File: src/include/lcmlr_pkg.sv
package lcmlr_pkg;
    // ----------------------------------------
    // register map
    // ----------------------------------------
    localparam int ADDR_W = 8;
    localparam int DATA_W = 8;
    localparam logic [7:0] OFS_MODE = 8'h01;
    localparam logic [7:0] OFS_LVL1 = 8'h02;
    localparam logic [7:0] OFS_LVL2 = 8'h03;
    localparam logic [7:0] OFS_LVL3 = 8'h04;
    localparam logic [7:0] OFS_LVL4 = 8'h05;
    localparam logic [7:0] RST_MODE = 8'h03;
    localparam logic [7:0] RST_LVL1 = 8'h40;
    localparam logic [7:0] RST_LVLX = 8'h00;
    localparam logic [7:0] RD_UNMAPPED = 8'h00;
    // ----------------------------------------
    // mode field positions and codes
    // ----------------------------------------
    localparam int CH1_MODE_LSB = 0;
    localparam int CH2_MODE_LSB = 2;
    localparam int CH3_MODE_LSB = 4;
    localparam int CH4_MODE_LSB = 6;
    localparam int NUM_CH = 4;
    localparam logic [1:0] MODE_OFF = 2'h0;
    localparam logic [1:0] MODE_ON = 2'h1;
    localparam logic [1:0] MODE_PWM = 2'h2;
    localparam logic [1:0] MODE_PAT = 2'h3;
    // ----------------------------------------
    // current scale, in microamps
    // ----------------------------------------
    localparam int STEP_UA = 100;
    localparam int FULL_SCALE_UA = 25500;
    localparam int BIT7_UA = 12800;
endpackage : lcmlr_pkg

File: src/logic/lcmlr_gate.sv
`timescale 1ns/10ps
// ----------------------------------------
// per channel mode gate
// ----------------------------------------
module lcmlr_gate
    import lcmlr_pkg::*;
(
    input wire logic i_core_clk,
    input wire logic i_reset_n,
    input wire logic [1:0] i_mode,
    input wire logic [7:0] i_level,
    input wire logic i_pwm_s,
    input wire logic i_pat_s,
    output logic [7:0] o_level
);
    import lcmlr_pkg::*;

    logic pass;

    always_comb begin
        case (i_mode)
            MODE_OFF: pass = 1'b0;
            MODE_ON: pass = 1'b1;
            MODE_PWM: pass = i_pwm_s;
            MODE_PAT: pass = i_pat_s;
            default: pass = 1'b0;
        endcase
    end

    always_ff @(posedge i_core_clk or negedge i_reset_n) begin
        if (!i_reset_n) begin
            o_level <= 8'h00;
        end else begin
            o_level <= pass ? i_level : 8'h00;
        end
    end

    off_blank_a: assert property (@(posedge i_core_clk) disable iff (!i_reset_n)
        (i_mode == MODE_OFF) |=> (o_level == 8'h00))
        else $error("off channel drives current");
    on_pass_a: assert property (@(posedge i_core_clk) disable iff (!i_reset_n)
        (i_mode == MODE_ON) |=> (o_level == $past(i_level)))
        else $error("on channel does not pass level");
    gate_low_a: assert property (@(posedge i_core_clk) disable iff (!i_reset_n)
        (i_mode == MODE_PWM && !i_pwm_s) || (i_mode == MODE_PAT && !i_pat_s)
        |=> (o_level == 8'h00))
        else $error("gated channel drives while gate low");
endmodule : lcmlr_gate

File: src/logic/lcmlr_regs.sv
`timescale 1ns/10ps
// Function
// - channel 4 mode is bits 7:6 of register 0x01: off, on, pwm, pattern.
// - channel 3 mode is bits 5:4 with the same encoding and resets to off.
// - channel 2 mode is bits 3:2 with the same encoding and resets to off.
// - channel 1 mode is bits 1:0 and resets to pattern control.
// - channel 1 level at 0x02 is read/write, resets to 0x40, 0.1 mA a step.
// - channel 2 level at 0x03 is read/write, resets to zero, 25.5 mA at all ones.
// - channel 3 level at 0x04 resets to zero and code zero drives no current.
// - channel 4 level at 0x05 resets to zero and code 2 means 0.2 mA.
// - every level code is linear so all ones asks for the full 25.5 mA.
// - each level bit carries a binary weight, bit 7 at 12.8 mA down to 0.1 mA.
module lcmlr_regs
    import lcmlr_pkg::*;
(
    input wire logic i_core_clk,
    input wire logic i_reset_n,
    input wire logic i_wr_en,
    input wire logic i_rd_en,
    input wire logic [lcmlr_pkg::ADDR_W-1:0] i_addr,
    input wire logic [lcmlr_pkg::DATA_W-1:0] i_wdata,
    input wire logic i_pwm_gate,
    input wire logic i_pattern_gate,
    output logic [lcmlr_pkg::DATA_W-1:0] o_rdata,
    output logic o_rvalid,
    output logic [1:0] o_ch1_mode_sel,
    output logic [1:0] o_ch2_mode_sel,
    output logic [1:0] o_ch3_mode_sel,
    output logic [1:0] o_ch4_mode_sel,
    output logic [7:0] o_led_output_1,
    output logic [7:0] o_led_output_2,
    output logic [7:0] o_led_output_3,
    output logic [7:0] o_led_output_4
);
    import lcmlr_pkg::*;

    // ----------------------------------------
    // helpers
    // ----------------------------------------
    function automatic logic [1:0] mode_of(input logic [7:0] r, input int lsb);
        mode_of = r[lsb +: 2];
    endfunction : mode_of

    // current in microamps from binary bit weights
    function automatic int level_ua(input logic [7:0] c);
        int s;
        s = 0;
        for (int b = 0; b < 8; b++) begin
            if (c[b]) begin
                s = s + (BIT7_UA >> (7 - b));
            end
        end
        level_ua = s;
    endfunction : level_ua

    // ----------------------------------------
    // registers
    // ----------------------------------------
    logic [7:0] mode_r;
    logic [7:0] lvl_r [NUM_CH];
    logic [1:0] pwm_sync_r;
    logic [1:0] pat_sync_r;

    always_ff @(posedge i_core_clk or negedge i_reset_n) begin
        if (!i_reset_n) begin
            mode_r <= RST_MODE;
        end else if (i_wr_en && i_addr == OFS_MODE) begin
            mode_r <= i_wdata;
        end
    end

    always_ff @(posedge i_core_clk or negedge i_reset_n) begin
        if (!i_reset_n) begin
            lvl_r[0] <= RST_LVL1;
            lvl_r[1] <= RST_LVLX;
            lvl_r[2] <= RST_LVLX;
            lvl_r[3] <= RST_LVLX;
        end else if (i_wr_en) begin
            case (i_addr)
                OFS_LVL1: lvl_r[0] <= i_wdata;
                OFS_LVL2: lvl_r[1] <= i_wdata;
                OFS_LVL3: lvl_r[2] <= i_wdata;
                OFS_LVL4: lvl_r[3] <= i_wdata;
                default: ;
            endcase
        end
    end

    // read port answers one cycle after the strobe
    always_ff @(posedge i_core_clk or negedge i_reset_n) begin
        if (!i_reset_n) begin
            o_rdata <= 8'h00;
            o_rvalid <= 1'b0;
        end else begin
            o_rvalid <= i_rd_en;
            if (i_rd_en) begin
                case (i_addr)
                    OFS_MODE: o_rdata <= mode_r;
                    OFS_LVL1: o_rdata <= lvl_r[0];
                    OFS_LVL2: o_rdata <= lvl_r[1];
                    OFS_LVL3: o_rdata <= lvl_r[2];
                    OFS_LVL4: o_rdata <= lvl_r[3];
                    default: o_rdata <= RD_UNMAPPED;
                endcase
            end
        end
    end

    // ----------------------------------------
    // gate input synchronisers
    // ----------------------------------------
    always_ff @(posedge i_core_clk or negedge i_reset_n) begin
        if (!i_reset_n) begin
            pwm_sync_r <= 2'h0;
            pat_sync_r <= 2'h0;
        end else begin
            pwm_sync_r <= {pwm_sync_r[0], i_pwm_gate};
            pat_sync_r <= {pat_sync_r[0], i_pattern_gate};
        end
    end

    always_ff @(posedge i_core_clk or negedge i_reset_n) begin
        if (!i_reset_n) begin
            o_ch1_mode_sel <= 2'h0;
            o_ch2_mode_sel <= 2'h0;
            o_ch3_mode_sel <= 2'h0;
            o_ch4_mode_sel <= 2'h0;
        end else begin
            o_ch1_mode_sel <= mode_of(mode_r, CH1_MODE_LSB);
            o_ch2_mode_sel <= mode_of(mode_r, CH2_MODE_LSB);
            o_ch3_mode_sel <= mode_of(mode_r, CH3_MODE_LSB);
            o_ch4_mode_sel <= mode_of(mode_r, CH4_MODE_LSB);
        end
    end

    // ----------------------------------------
    // channel gates: code passes unchanged, linear 0.1 mA per step
    // ----------------------------------------
    logic [7:0] gated [NUM_CH];
    logic [1:0] ch_mode [NUM_CH];

    assign ch_mode[0] = mode_of(mode_r, CH1_MODE_LSB);
    assign ch_mode[1] = mode_of(mode_r, CH2_MODE_LSB);
    assign ch_mode[2] = mode_of(mode_r, CH3_MODE_LSB);
    assign ch_mode[3] = mode_of(mode_r, CH4_MODE_LSB);

    for (genvar g = 0; g < NUM_CH; g++) begin : g_ch
        lcmlr_gate u_gate (
            .i_core_clk(i_core_clk),
            .i_reset_n(i_reset_n),
            .i_mode(ch_mode[g]),
            .i_level(lvl_r[g]),
            .i_pwm_s(pwm_sync_r[1]),
            .i_pat_s(pat_sync_r[1]),
            .o_level(gated[g])
        );
    end

    assign o_led_output_1 = gated[0];
    assign o_led_output_2 = gated[1];
    assign o_led_output_3 = gated[2];
    assign o_led_output_4 = gated[3];

    // ----------------------------------------
    // checks
    // ----------------------------------------
    rst_mode_a: assert property (@(posedge i_core_clk)
        $rose(i_reset_n) |-> (mode_r == 8'h03))
        else $error("mode register reset value wrong");
    rst_lvl_a: assert property (@(posedge i_core_clk)
        $rose(i_reset_n) |-> (lvl_r[0] == 8'h40 && lvl_r[1] == 8'h00
        && lvl_r[2] == 8'h00 && lvl_r[3] == 8'h00))
        else $error("level register reset value wrong");
    mode_wr_a: assert property (@(posedge i_core_clk) disable iff (!i_reset_n)
        (i_wr_en && i_addr == 8'h01) |=> ##1 (o_ch4_mode_sel == $past(i_wdata[7:6], 2)
        && o_ch3_mode_sel == $past(i_wdata[5:4], 2)
        && o_ch2_mode_sel == $past(i_wdata[3:2], 2)
        && o_ch1_mode_sel == $past(i_wdata[1:0], 2)))
        else $error("mode field placement wrong");
    lvl_rd_a: assert property (@(posedge i_core_clk) disable iff (!i_reset_n)
        (i_wr_en && i_addr == 8'h05) ##1 (i_rd_en && !i_wr_en && i_addr == 8'h05)
        |=> (o_rvalid && o_rdata == $past(i_wdata, 2)))
        else $error("level readback wrong");
    zero_code_a: assert property (@(posedge i_core_clk) disable iff (!i_reset_n)
        (lvl_r[2] == 8'h00) |=> (o_led_output_3 == 8'h00))
        else $error("code zero drives current");
    scale_full_a: assert property (@(posedge i_core_clk) disable iff (!i_reset_n)
        (ch_mode[0] == MODE_ON && lvl_r[0] == 8'hFF)
        |=> (o_led_output_1 == 8'hFF && level_ua(o_led_output_1) == FULL_SCALE_UA))
        else $error("full scale code not passed");
    scale_step_a: assert property (@(posedge i_core_clk) disable iff (!i_reset_n)
        (ch_mode[1] == MODE_ON)
        |=> (level_ua(o_led_output_2) == int'($past(lvl_r[1])) * STEP_UA
        && level_ua(8'h80) == BIT7_UA))
        else $error("level code not passed with binary weights");
    unmap_rd_a: assert property (@(posedge i_core_clk) disable iff (!i_reset_n)
        (i_rd_en && (i_addr == 8'h00 || i_addr > 8'h05)) |=> (o_rdata == 8'h00))
        else $error("unmapped read not zero");
endmodule : lcmlr_regs

File: config.mk
export PLATFORM = sky130hd
export DESIGN_NAME = lcmlr_regs
export DESIGN_NICKNAME = d
export VERILOG_FILES = /design/src/include/lcmlr_pkg.sv /design/src/logic/lcmlr_gate.sv /design/src/logic/lcmlr_regs.sv
export SDC_FILE = /design/constraint.sdc
export NUM_CORES = 1
export LEC_CHECK = 0
export BUFFER_PORTS_ARGS = -buffer_cell sky130_fd_sc_hd__buf_4
export CORE_ASPECT_RATIO = 1.5
export CORE_UTILIZATION = 55
export CTS_CLUSTER_SIZE = 16
export DETAILED_ROUTE_END_ITERATION = 10
export PLACE_DENSITY = 0.78
export SETUP_SLACK_MARGIN = 0.4
export SLEW_MARGIN = 40
export SYNTH_ARGS = -nofsm -noshare
export SYNTH_HDL_FRONTEND = slang
export SYNTH_HIERARCHICAL = 1
export SYNTH_SLANG_ARGS = --single-unit
File: constraint.sdc
create_clock -name i_core_clk -period 1.4 [get_ports i_core_clk]
set_input_delay 0.07 -clock i_core_clk [delete_from_list [all_inputs] [get_ports i_core_clk]]
set_output_delay 0.07 -clock i_core_clk [all_outputs]
set_load 0.01 [all_outputs]
==> flow_metrics.tcl, run 1 <==
set metrics [dict create \
    outcome "finished clean" \
    max_freq_mhz 857 \
    cp_max_fo 2 \
    drc 0 \
    crit_required_ps 1600 \
    grt-ovfl-total 0 \
    fin_crit_sh_pct 83.3 \
    wl_per_cell_um 19.0 \
    arrival_ps 1370 \
    finClkSkew_ps 6.24 \
    grt_max_degree 37 \
    layout-drive-gt1-share_pct 55.4 \
    placed_cell_area_sq_um 5120 \
    portBuffers 70 \
    start_kind "flip-flop" \
    rsz0062_at_grt "true" \
    setup_viol 0 \
    grt_use_met2_pct 49.9 \
    die_area_sq_um 8030 \
    synth_cell_types 28 \
    crit_path_end_kind "flip-flop" \
    grt_pass1_vias 3146 \
    area_growth_pct 36.7 \
    yosysWarnings 6 \
    cap_violations 0 \
    worst_slew_pin_slew_ps 488 \
    yosysTopAreaCell "dfrtp_1" \
    first_pass_iters 5 \
    ys_seq_area_share_pct 55.2 \
    grt_pass1_wl_um 16400 \
    slew_headroom_pct 67.5 \
    synth-seq-cells 93 \
    ios 71 \
    ant_nets 0 \
    hold_ws_ps 21.5 \
    synthFlopType "dfrtp_1" \
    busiest_layer "met2" \
    antenna_cells 0 \
    wl_um 10600 \
    fp.coreArea_sq_um 7320 \
    synth_area_sq_um 4220 \
    nNetsFinal 477 \
    clock_latency_ps 360 \
    synth-async-reset-ratio_pct 100 \
    final_util_pct 78.8 \
    syn_avg_cell_area_sq_um 13.0 \
    drv_slew 0 \
    worstSetupPathType "reg -> reg" \
    track_usage_pct 28.4 \
    die_h_um 109 \
    multi_input_area_sq_um 1930 \
    hp-class "in -> reg" \
    grtUsageMet1_pct 32.8 \
    powerDensity_nw_per_um2 908 \
    vias 3145 \
    drt_iter0_markers 228 \
    clkTransAtPathRegs_ps 80 \
    synth.net_count 346 \
    cts.path.max_buffers 2 \
    synth_common_cells "90 x dfrtp_1, 71 x nand2_1, 50 x mux2_2" \
    synth.most_common_cell "dfrtp_1" \
    setup_tns_ps 0 \
    numClockSinks 93 \
    fill_cells 451 \
    met3_usage_pct 3.79 \
    synth_cells 324 \
    synth_area_leaders "dfrtp_1 53%, mux2_2 13%, o22ai_2 9.5%, nand2_1 6.3%, buf_6 3.2%" \
    dpl.hpwl_um 7060 \
    synth_edf_count 0 \
    leakage_nw 2.66 \
    die_w_um 73.5 \
    htreeDepth 3 \
    numCtsBuffers 9 \
    fin_area_sq_um 5770 \
    ctsRootBufferMaster "clkbuf_8" \
    rows 38 \
    ir_drop_mv 0.746 \
    antenna_found_initial 0 \
    cts_tree "yes" \
    viasPerCell 5.62 \
    period_minus_slack_ps 1170 \
    seqCellArea_sq_um 2330 \
    start_util_pct 57.6 \
    place.gp.congestion 0.832 \
    finalHoldViolCount 0 \
    synth_top_area_share_pct 53.4 \
]
[cell usage in the layout (no fill, tap or decap), types with 3 or more instances in the layout]
| cell | Yosys | routed |
|---|---|---|
| dfrtp_1 | 90 | 88 |
| and2b_4 | 0 | 3 |
| o22a_1 | 3 | 3 |
| inv_1 | 3 | 3 |
| mux2i_1 | 7 | 5 |
| a22oi_2 | 0 | 4 |
| buf_12 | 0 | 5 |
| buf_6 | 12 | 10 |
| nand4_1 | 4 | 4 |
| mux2_4 | 0 | 24 |
| nand2b_1 | 5 | 5 |
| buf_4 | 0 | 114 |
| dlygate4sd3_1 | 0 | 11 |
| o22ai_4 | 0 | 4 |
| o22ai_2 | 32 | 28 |
| clkbuf_8 | 0 | 10 |
| nor3_4 | 1 | 3 |
| mux2_2 | 50 | 26 |
| dfstp_2 | 3 | 3 |
| o221ai_1 | 8 | 8 |
| nand2b_4 | 4 | 4 |
| nand2_1 | 71 | 71 |
[metal layers]
layer,wire [um],vias to the layer above
met5,0,-
met1,3980,1583
met3,364,38
met4,410,0
met2,5880,115
li1,-,1409
[final cells by class]
| cell class | count | share of cell area (%) |
|---|---|---|
| Sequential cell | 93 | 40.5 |
| Multi-Input combinational cell | 208 | 33.4 |
| Timing Repair Buffer | 140 | 20.4 |
| Clock buffer | 12 | 2.52 |
| Tap cell | 100 | 2.17 |
| Clock inverter | 4 | 0.824 |
| Inverter | 3 | 0.195 |
[power breakdown]
| group | internal (W) | leakage (nW) | switching [W] |
|---|---|---|---|
| clock network | 0.000869 | 0.0964 | 0.000886 |
| logic | 0.000329 | 1.30 | 0.000318 |
| registers | 0.00277 | 1.27 | 0.0000706 |
[through the flow]
stage | total power, W | std cells | worst slack [ps]
3_5_place_dp | 0.00341 | 506 | -182
5_1_grt | 0.00542 | 560 | 209
2_1_floorplan | 0.00315 | 324 | -91.0
4_1_cts | 0.00523 | 555 | 261
6_report | 0.00524 | 560 | 234
3_3_place_gp | 0.00340 | 506 | -157
[repair_timing]
item,in CTS,in global routing
endpoints found under the hold margin,52,1
pin swaps,35,2
endpoints found under the setup margin,64,72
resized for setup,28,10
setup buffers,23,4
hold buffers,10,1
[flip-flops by register name, indices dropped and copies added (netlist names), 8 cells and up]
| register | cells |
|---|---|
| g_ch.u_gate/o_level | 32 |
| lvl_r | 32 |
| mode_r | 8 |
| o_rdata | 8 |
[path summary, 6_finish.rpt]
path | from | to | slack (ps) | depth (start not counted)
worst max-delay path | lvl_r[3] | o_rdata[3] | 230 | 3
worst min-delay path | i_rd_en | o_rdata[2] | 20 | 2
worst max register to register | lvl_r[3] | o_rdata[3] | 230 | 3
worst min register to register | pat_sync_r[0] | pat_sync_r[1] | 370 | 0
max in group asynchronous | i_reset_n | pwm_sync_r[1] | 650 | 3
min in group asynchronous | i_reset_n | lvl_r[1] | 210 | 2
[kinds of logic after synthesis]
kind of cell	Yosys count	share of synthesized area, %
AND/OR/NAND/NOR	104	13.0
flip-flops	93	55.2
multiplexers	57	15.0
AO/OA/AOI/OAI	47	12.5
buffers and inverters	23	4.27
[critical path, cell delays in order, from the launching register on]
cell and delay [ps]:
dfrtp_1 400, mux2_2 270, a22oi_2 150, o221ai_1 190
Note: power is estimated with default switching activity, not from simulation.
==> run 2, diff against run 1 <==
- CORE_UTILIZATION: 55 -> 50
- PLACE_DENSITY: 0.78 -> 0.75
- clock period: 1.4 -> 1 ns (I/O delays scaled with it)
==> run 2 against run 1 <==
  * The flow now finishes with violations (negative hold slack, negative setup slack)
  * Non-clock buffer count is 16 higher
  * Via count is 0.35% higher
  * Combinational power is 67% higher
  * Sequential share of layout area is 3.9 points lower
  * Sequential cell count stayed put
  * Die area is 9.8% higher
  * Critical endpoint is now mode_r[6]
  * Power is 62% higher
  * Clock skew is 1.2 ps lower
  * Utilization hardly changed
==> flow_metrics.tcl, run 2 (same netlist as run 1, synthesis figures left out) <==
set metrics [dict create \
    numClockSinks 93 \
    ant_nets 0 \
    drv_slew 0 \
    setup_viol 61 \
    powerDensity_nw_per_um2 1330 \
    worstSetupPathType "in -> reg" \
    routed.top_layer "met4" \
    cts-hold-fix-buffers 2 \
    critPathMaxStageDelay_ps 410 \
    crit_path_end_kind "flip-flop" \
    fin_crit_sh_pct 114 \
    met2_length_um 6080 \
    period_minus_slack_ps 1140 \
    violations "negative hold slack, negative setup slack" \
    grt_pass1_vias 3308 \
    die_w_um 77.0 \
    crit_family "simple AND/OR/NAND/NOR gates" \
    dpl.hpwl_um 7550 \
    layout-drive-gt1-share_pct 61.3 \
    cts_tree "yes" \
    cap_violations 0 \
    ff2ff_setup_slack_ps -100 \
    cts.path.max_buffers 2 \
    layout_commonest_cell "dfrtp_1" \
    nNetsFinal 493 \
    clock_latency_ps 340 \
    fp.coreArea_sq_um 8110 \
    area_growth_pct 51.3 \
    crit_required_ps 1220 \
    place.gp.congestion 0.911 \
    antenna_cells 0 \
    outcome "finished, violations left" \
    clkTransAtPathRegs_ps 70 \
    dr_wl_met3_um 251 \
    worst_slew_pin_slew_ps 329 \
    rows 40 \
    vias 3156 \
    max_freq_mhz 877 \
    cp_num_buf_inv 2 \
    grt_pass1_wl_um 17300 \
    drc 0 \
    grt_max_degree 33 \
    finClkSkew_ps 5.03 \
    finalHoldViolCount 95 \
    cp_max_fo 8 \
    crit_chain "buf_6 > or3_4 > nor4b_4 > buf_6 > mux2_4" \
    ctsRootBufferMaster "clkbuf_16" \
    largestRegisters "g_ch.u_gate/o_level (32), lvl_r (32)" \
    antenna_found_initial 0 \
    final_util_pct 78.8 \
    rsz0062_at_grt "true" \
    track_usage_pct 26.3 \
    slew_headroom_pct 78.0 \
    hp-class "in -> async" \
    setup_ws_ps -141 \
    seqCellArea_sq_um 2330 \
    dp_slack_ps -552 \
    multi_input_area_sq_um 2030 \
    ios 71 \
    die_area_sq_um 8820 \
    wl_per_cell_um 18.9 \
    start_kind "input port" \
    htreeDepth 3 \
    viasPerCell 5.43 \
    fill_cells 435 \
    slowest_stage "or3_4" \
    crit_top_cell "buf_6" \
    numCtsBuffers 9 \
    final_cell_mix "88 x dfrtp_1, 85 x buf_6, 66 x nand2_1" \
    wl_um 11000 \
    drt_iter0_markers 206 \
    first_pass_iters 5 \
    die_h_um 115 \
    ir_drop_mv 1.04 \
    grt-ovfl-total 0 \
    start_util_pct 52.1 \
    arrival_ps 1360 \
    drt-met1-wl_um 4310 \
    leakage_nw 2.95 \
    portBuffers 70 \
    hold_ws_ps -396 \
]
==> run 2: report_power, final <==
| group | internal, W | total, W | switching, W | leakage, nW |
|---|---|---|---|---|
| combinational | 0.000586 | 0.00108 | 0.000490 | 1.54 |
| sequential | 0.00388 | 0.00397 | 0.0000900 | 1.27 |
| clock | 0.00201 | 0.00342 | 0.00141 | 0.146 |
==> run 2: final timing paths <==
path,start,endpoint,depth (start not counted)
worst min register to register,pat_sync_r[0],pat_sync_r[1],0
worst min-delay path,i_reset_n,g_ch[1].u_gate/o_level[7],1
worst max register to register,mode_r[4],o_rdata[4],3
worst max-delay path,i_addr[6],mode_r[6],5
max in group asynchronous,i_reset_n,g_ch[0].u_gate/o_level[3],2
min in group i_core_clk,i_wdata[7],lvl_r[23],2
==> run 2: timing repair <==
| action | 4_1_cts | 5_1_grt |
|---|---|---|
| cloned | 0 | 0 |
| hold endpoints to repair | 118 | 55 |
| setup buffers | 7 | 7 |
| endpoints found under the setup margin | 137 | 137 |
| pin swaps | 17 | 6 |
| resized for setup | 129 | 20 |
==> run 2: stage by stage <==
stage | instance area (sq um) | setup TNS [ps] | total power [W] | hold slack, ps | std cells
final | 6380 | -3510 | 0.00847 | -396 | 581
after detailed placement | 5400 | -25380 | 0.00489 | -29.7 | 549
after CTS | 6260 | -3150 | 0.00844 | -393 | 574
after global placement | 5400 | -24220 | 0.00486 | -34.0 | 549
after global routing | 6380 | -5050 | 0.00872 | -376 | 581
after floorplan | 4360 | -11960 | 0.00442 | -246 | 324
==> run 2: routing by layer <==
layer	vias up	global-route usage (%)
met2	79	47.1
met4	0	15.0
li1	1452	-
met5	-	0
met1	1604	30.9
met3	21	2.39
==> run 2: final cells by class <==
type | instances | area share [%]
clock buffer | 11 | 3.80
clock inverter | 5 | 0.941
inverter | 3 | 0.176
multi-input combinational | 208 | 31.8
sequential | 93 | 36.5
tap | 105 | 2.06
timing repair buffer | 156 | 24.6
==> run 3, diff against run 2 <==
- CORE_UTILIZATION: 50 -> 45
- PLACE_DENSITY: 0.75 -> 0.69
==> run 3 against run 2 <==
  * The flow still finishes with violations (negative hold slack, negative setup slack)
  * Final cell count is 1.0% higher
  * Die area rose by 11%
  * Hold slack better by 380 ps
  * Critical path depth is 2 lower
  * Clock skew grew 1.6 ps
  * Sequential share of layout area decreased by 0.070 points
  * Sequential power hardly changed
==> flow_metrics.tcl, run 3 (same netlist as run 1, synthesis figures left out) <==
set metrics [dict create \
    outcome "finished, violations left" \
    violations "negative hold slack, negative setup slack" \
    vias 3195 \
    worstSetupPathType "reg -> reg" \
    ctsRootBufferMaster "clkbuf_16" \
    layout-drive-gt1-share_pct 58.1 \
    track_usage_pct 25.5 \
    first_pass_iters 4 \
    crit_path_end_kind "flip-flop" \
    grt_pass1_wl_um 18100 \
    met2_length_um 6370 \
    cts_tree "yes" \
    finalHoldViolCount 1 \
    setup_ws_ps -166 \
    cts.path.max_buffers 2 \
    die_area_sq_um 9780 \
    ant_nets 0 \
    portBuffers 70 \
    layout_commonest_cell "dfrtp_1" \
    dr_wl_met3_um 370 \
    leakage_nw 2.96 \
    crit_required_ps 1200 \
    cp_max_fo 2 \
    reg2reg_from "mode_r[3]" \
    place.gp.congestion 0.899 \
    start_util_pct 47.0 \
    largestRegisters "g_ch.u_gate/o_level (32), lvl_r (32)" \
    hp-start "i_rd_en" \
    nNetsFinal 494 \
    wl_per_cell_um 19.5 \
    drc 0 \
    fin_crit_sh_pct 117 \
    routed.top_layer "met4" \
    powerDensity_nw_per_um2 1310 \
    numCtsBuffers 9 \
    hp-class "in -> reg" \
    die_w_um 81.1 \
    drt_iter0_markers 163 \
    period_minus_slack_ps 1170 \
    hold_ws_ps -15.7 \
    setup_viol 64 \
    viasPerCell 5.44 \
    dpl.hpwl_um 7730 \
    area_growth_pct 51.5 \
    worst_slew_pin_slew_ps 592 \
    start_kind "flip-flop" \
    grt_max_degree 33 \
    fp.coreArea_sq_um 8990 \
    rsz0062_at_grt "true" \
    drv_slew 0 \
    antenna_found_initial 0 \
    hold_path_end "o_rvalid" \
    grt-ovfl-total 0 \
    finClkSkew_ps 6.66 \
    final_util_pct 71.2 \
    ir_drop_mv 0.949 \
    arrival_ps 1370 \
    final_cell_mix "89 x dfrtp_1, 81 x buf_6, 71 x nand2_1" \
    hold_path_depth 2 \
    fin_area_sq_um 6390 \
    antenna_cells 0 \
    numClockSinks 93 \
    clock_latency_ps 340 \
    htreeDepth 3 \
    slew_headroom_pct 60.4 \
    cap_violations 0 \
    r2r_end "o_rdata[3]" \
    die_h_um 121 \
    r2r_cells 3 \
    wl_um 11400 \
    drt-met1-wl_um 4450 \
    rows 42 \
    placed_cell_area_sq_um 5530 \
    grt_pass1_vias 3358 \
    clkTransAtPathRegs_ps 70 \
    max_freq_mhz 858 \
    ff2ff_setup_slack_ps -170 \
    ios 71 \
]
run 3: cell count changes in the layout (fill, tap and decap cells not counted), moves of 5 or more:
cell,before,now
nand2_2,5,0
o221ai_2,7,2
o221ai_1,1,6
nand2_1,66,71
buf_12,5,10
o22ai_2,32,27
o22ai_4,0,5
run 3: worst max path at each step:
stage / from / end / depth (start not counted)
4_1_cts: mode_r[4] / o_rdata[4] / 3
5_1_grt: mode_r[3] / o_rdata[3] / 3
3_5_place_dp: i_addr[4] / lvl_r[7] / 6
2_1_floorplan: i_addr[4] / mode_r[2] / 4
3_3_place_gp: i_addr[4] / lvl_r[3] / 6
6_report: mode_r[3] / o_rdata[3] / 3
run 3: power breakdown:
| group | internal (W) | total (W) | switching, W |
|---|---|---|---|
| Clock | 0.00199 | 0.00335 | 0.00136 |
| Combinational | 0.000579 | 0.00108 | 0.000503 |
| Sequential | 0.00388 | 0.00396 | 0.0000851 |
run 3: repair_timing:
action	4_1_cts	5_1_grt
setup endpoints to repair	137	230
pin swaps	17	3
hold buffers	3	1
gates resized for setup	115	7
hold endpoints to repair	94	92
buffers inserted	6	2
run 3: metrics by stage:
step	worst slack (ps)	power [W]	hold slack [ps]	std cells	TNS (ps)
2_1_floorplan	-471	0.00442	-246	324	-11960
3_5_place_dp	-555	0.00494	-97.1	560	-20270
4_1_cts	-148	0.00841	-21.7	585	-3740
3_3_place_gp	-524	0.00491	-101	560	-19300
6_report	-166	0.00840	-15.7	587	-4450
5_1_grt	-170	0.00871	-9.96	587	-6180
run 3: layer usage:
layer | track usage [%] | vias up
met1 | 30.6 | 1639
met5 | 0 | -
met2 | 44.3 | 87
met3 | 3.17 | 22
met4 | 12.1 | 0
li1 | - | 1447
run 3: critical path, cell delays in order, from the launching register on:
cell and delay (ps):
dfrtp_1 390, mux2_2 290, a22oi_2 200, o221ai_1 140
run 3: area by class of cell:
cell class | instances | area (sq um)
fillers | 581 | 2590
flip-flops and latches | 93 | 2330
well taps | 110 | 138
repair buffers | 157 | 1620
clock buffers | 11 | 243
inverters | 3 | 11.3
multi-input cells | 208 | 2000
clock inverters | 5 | 50.0
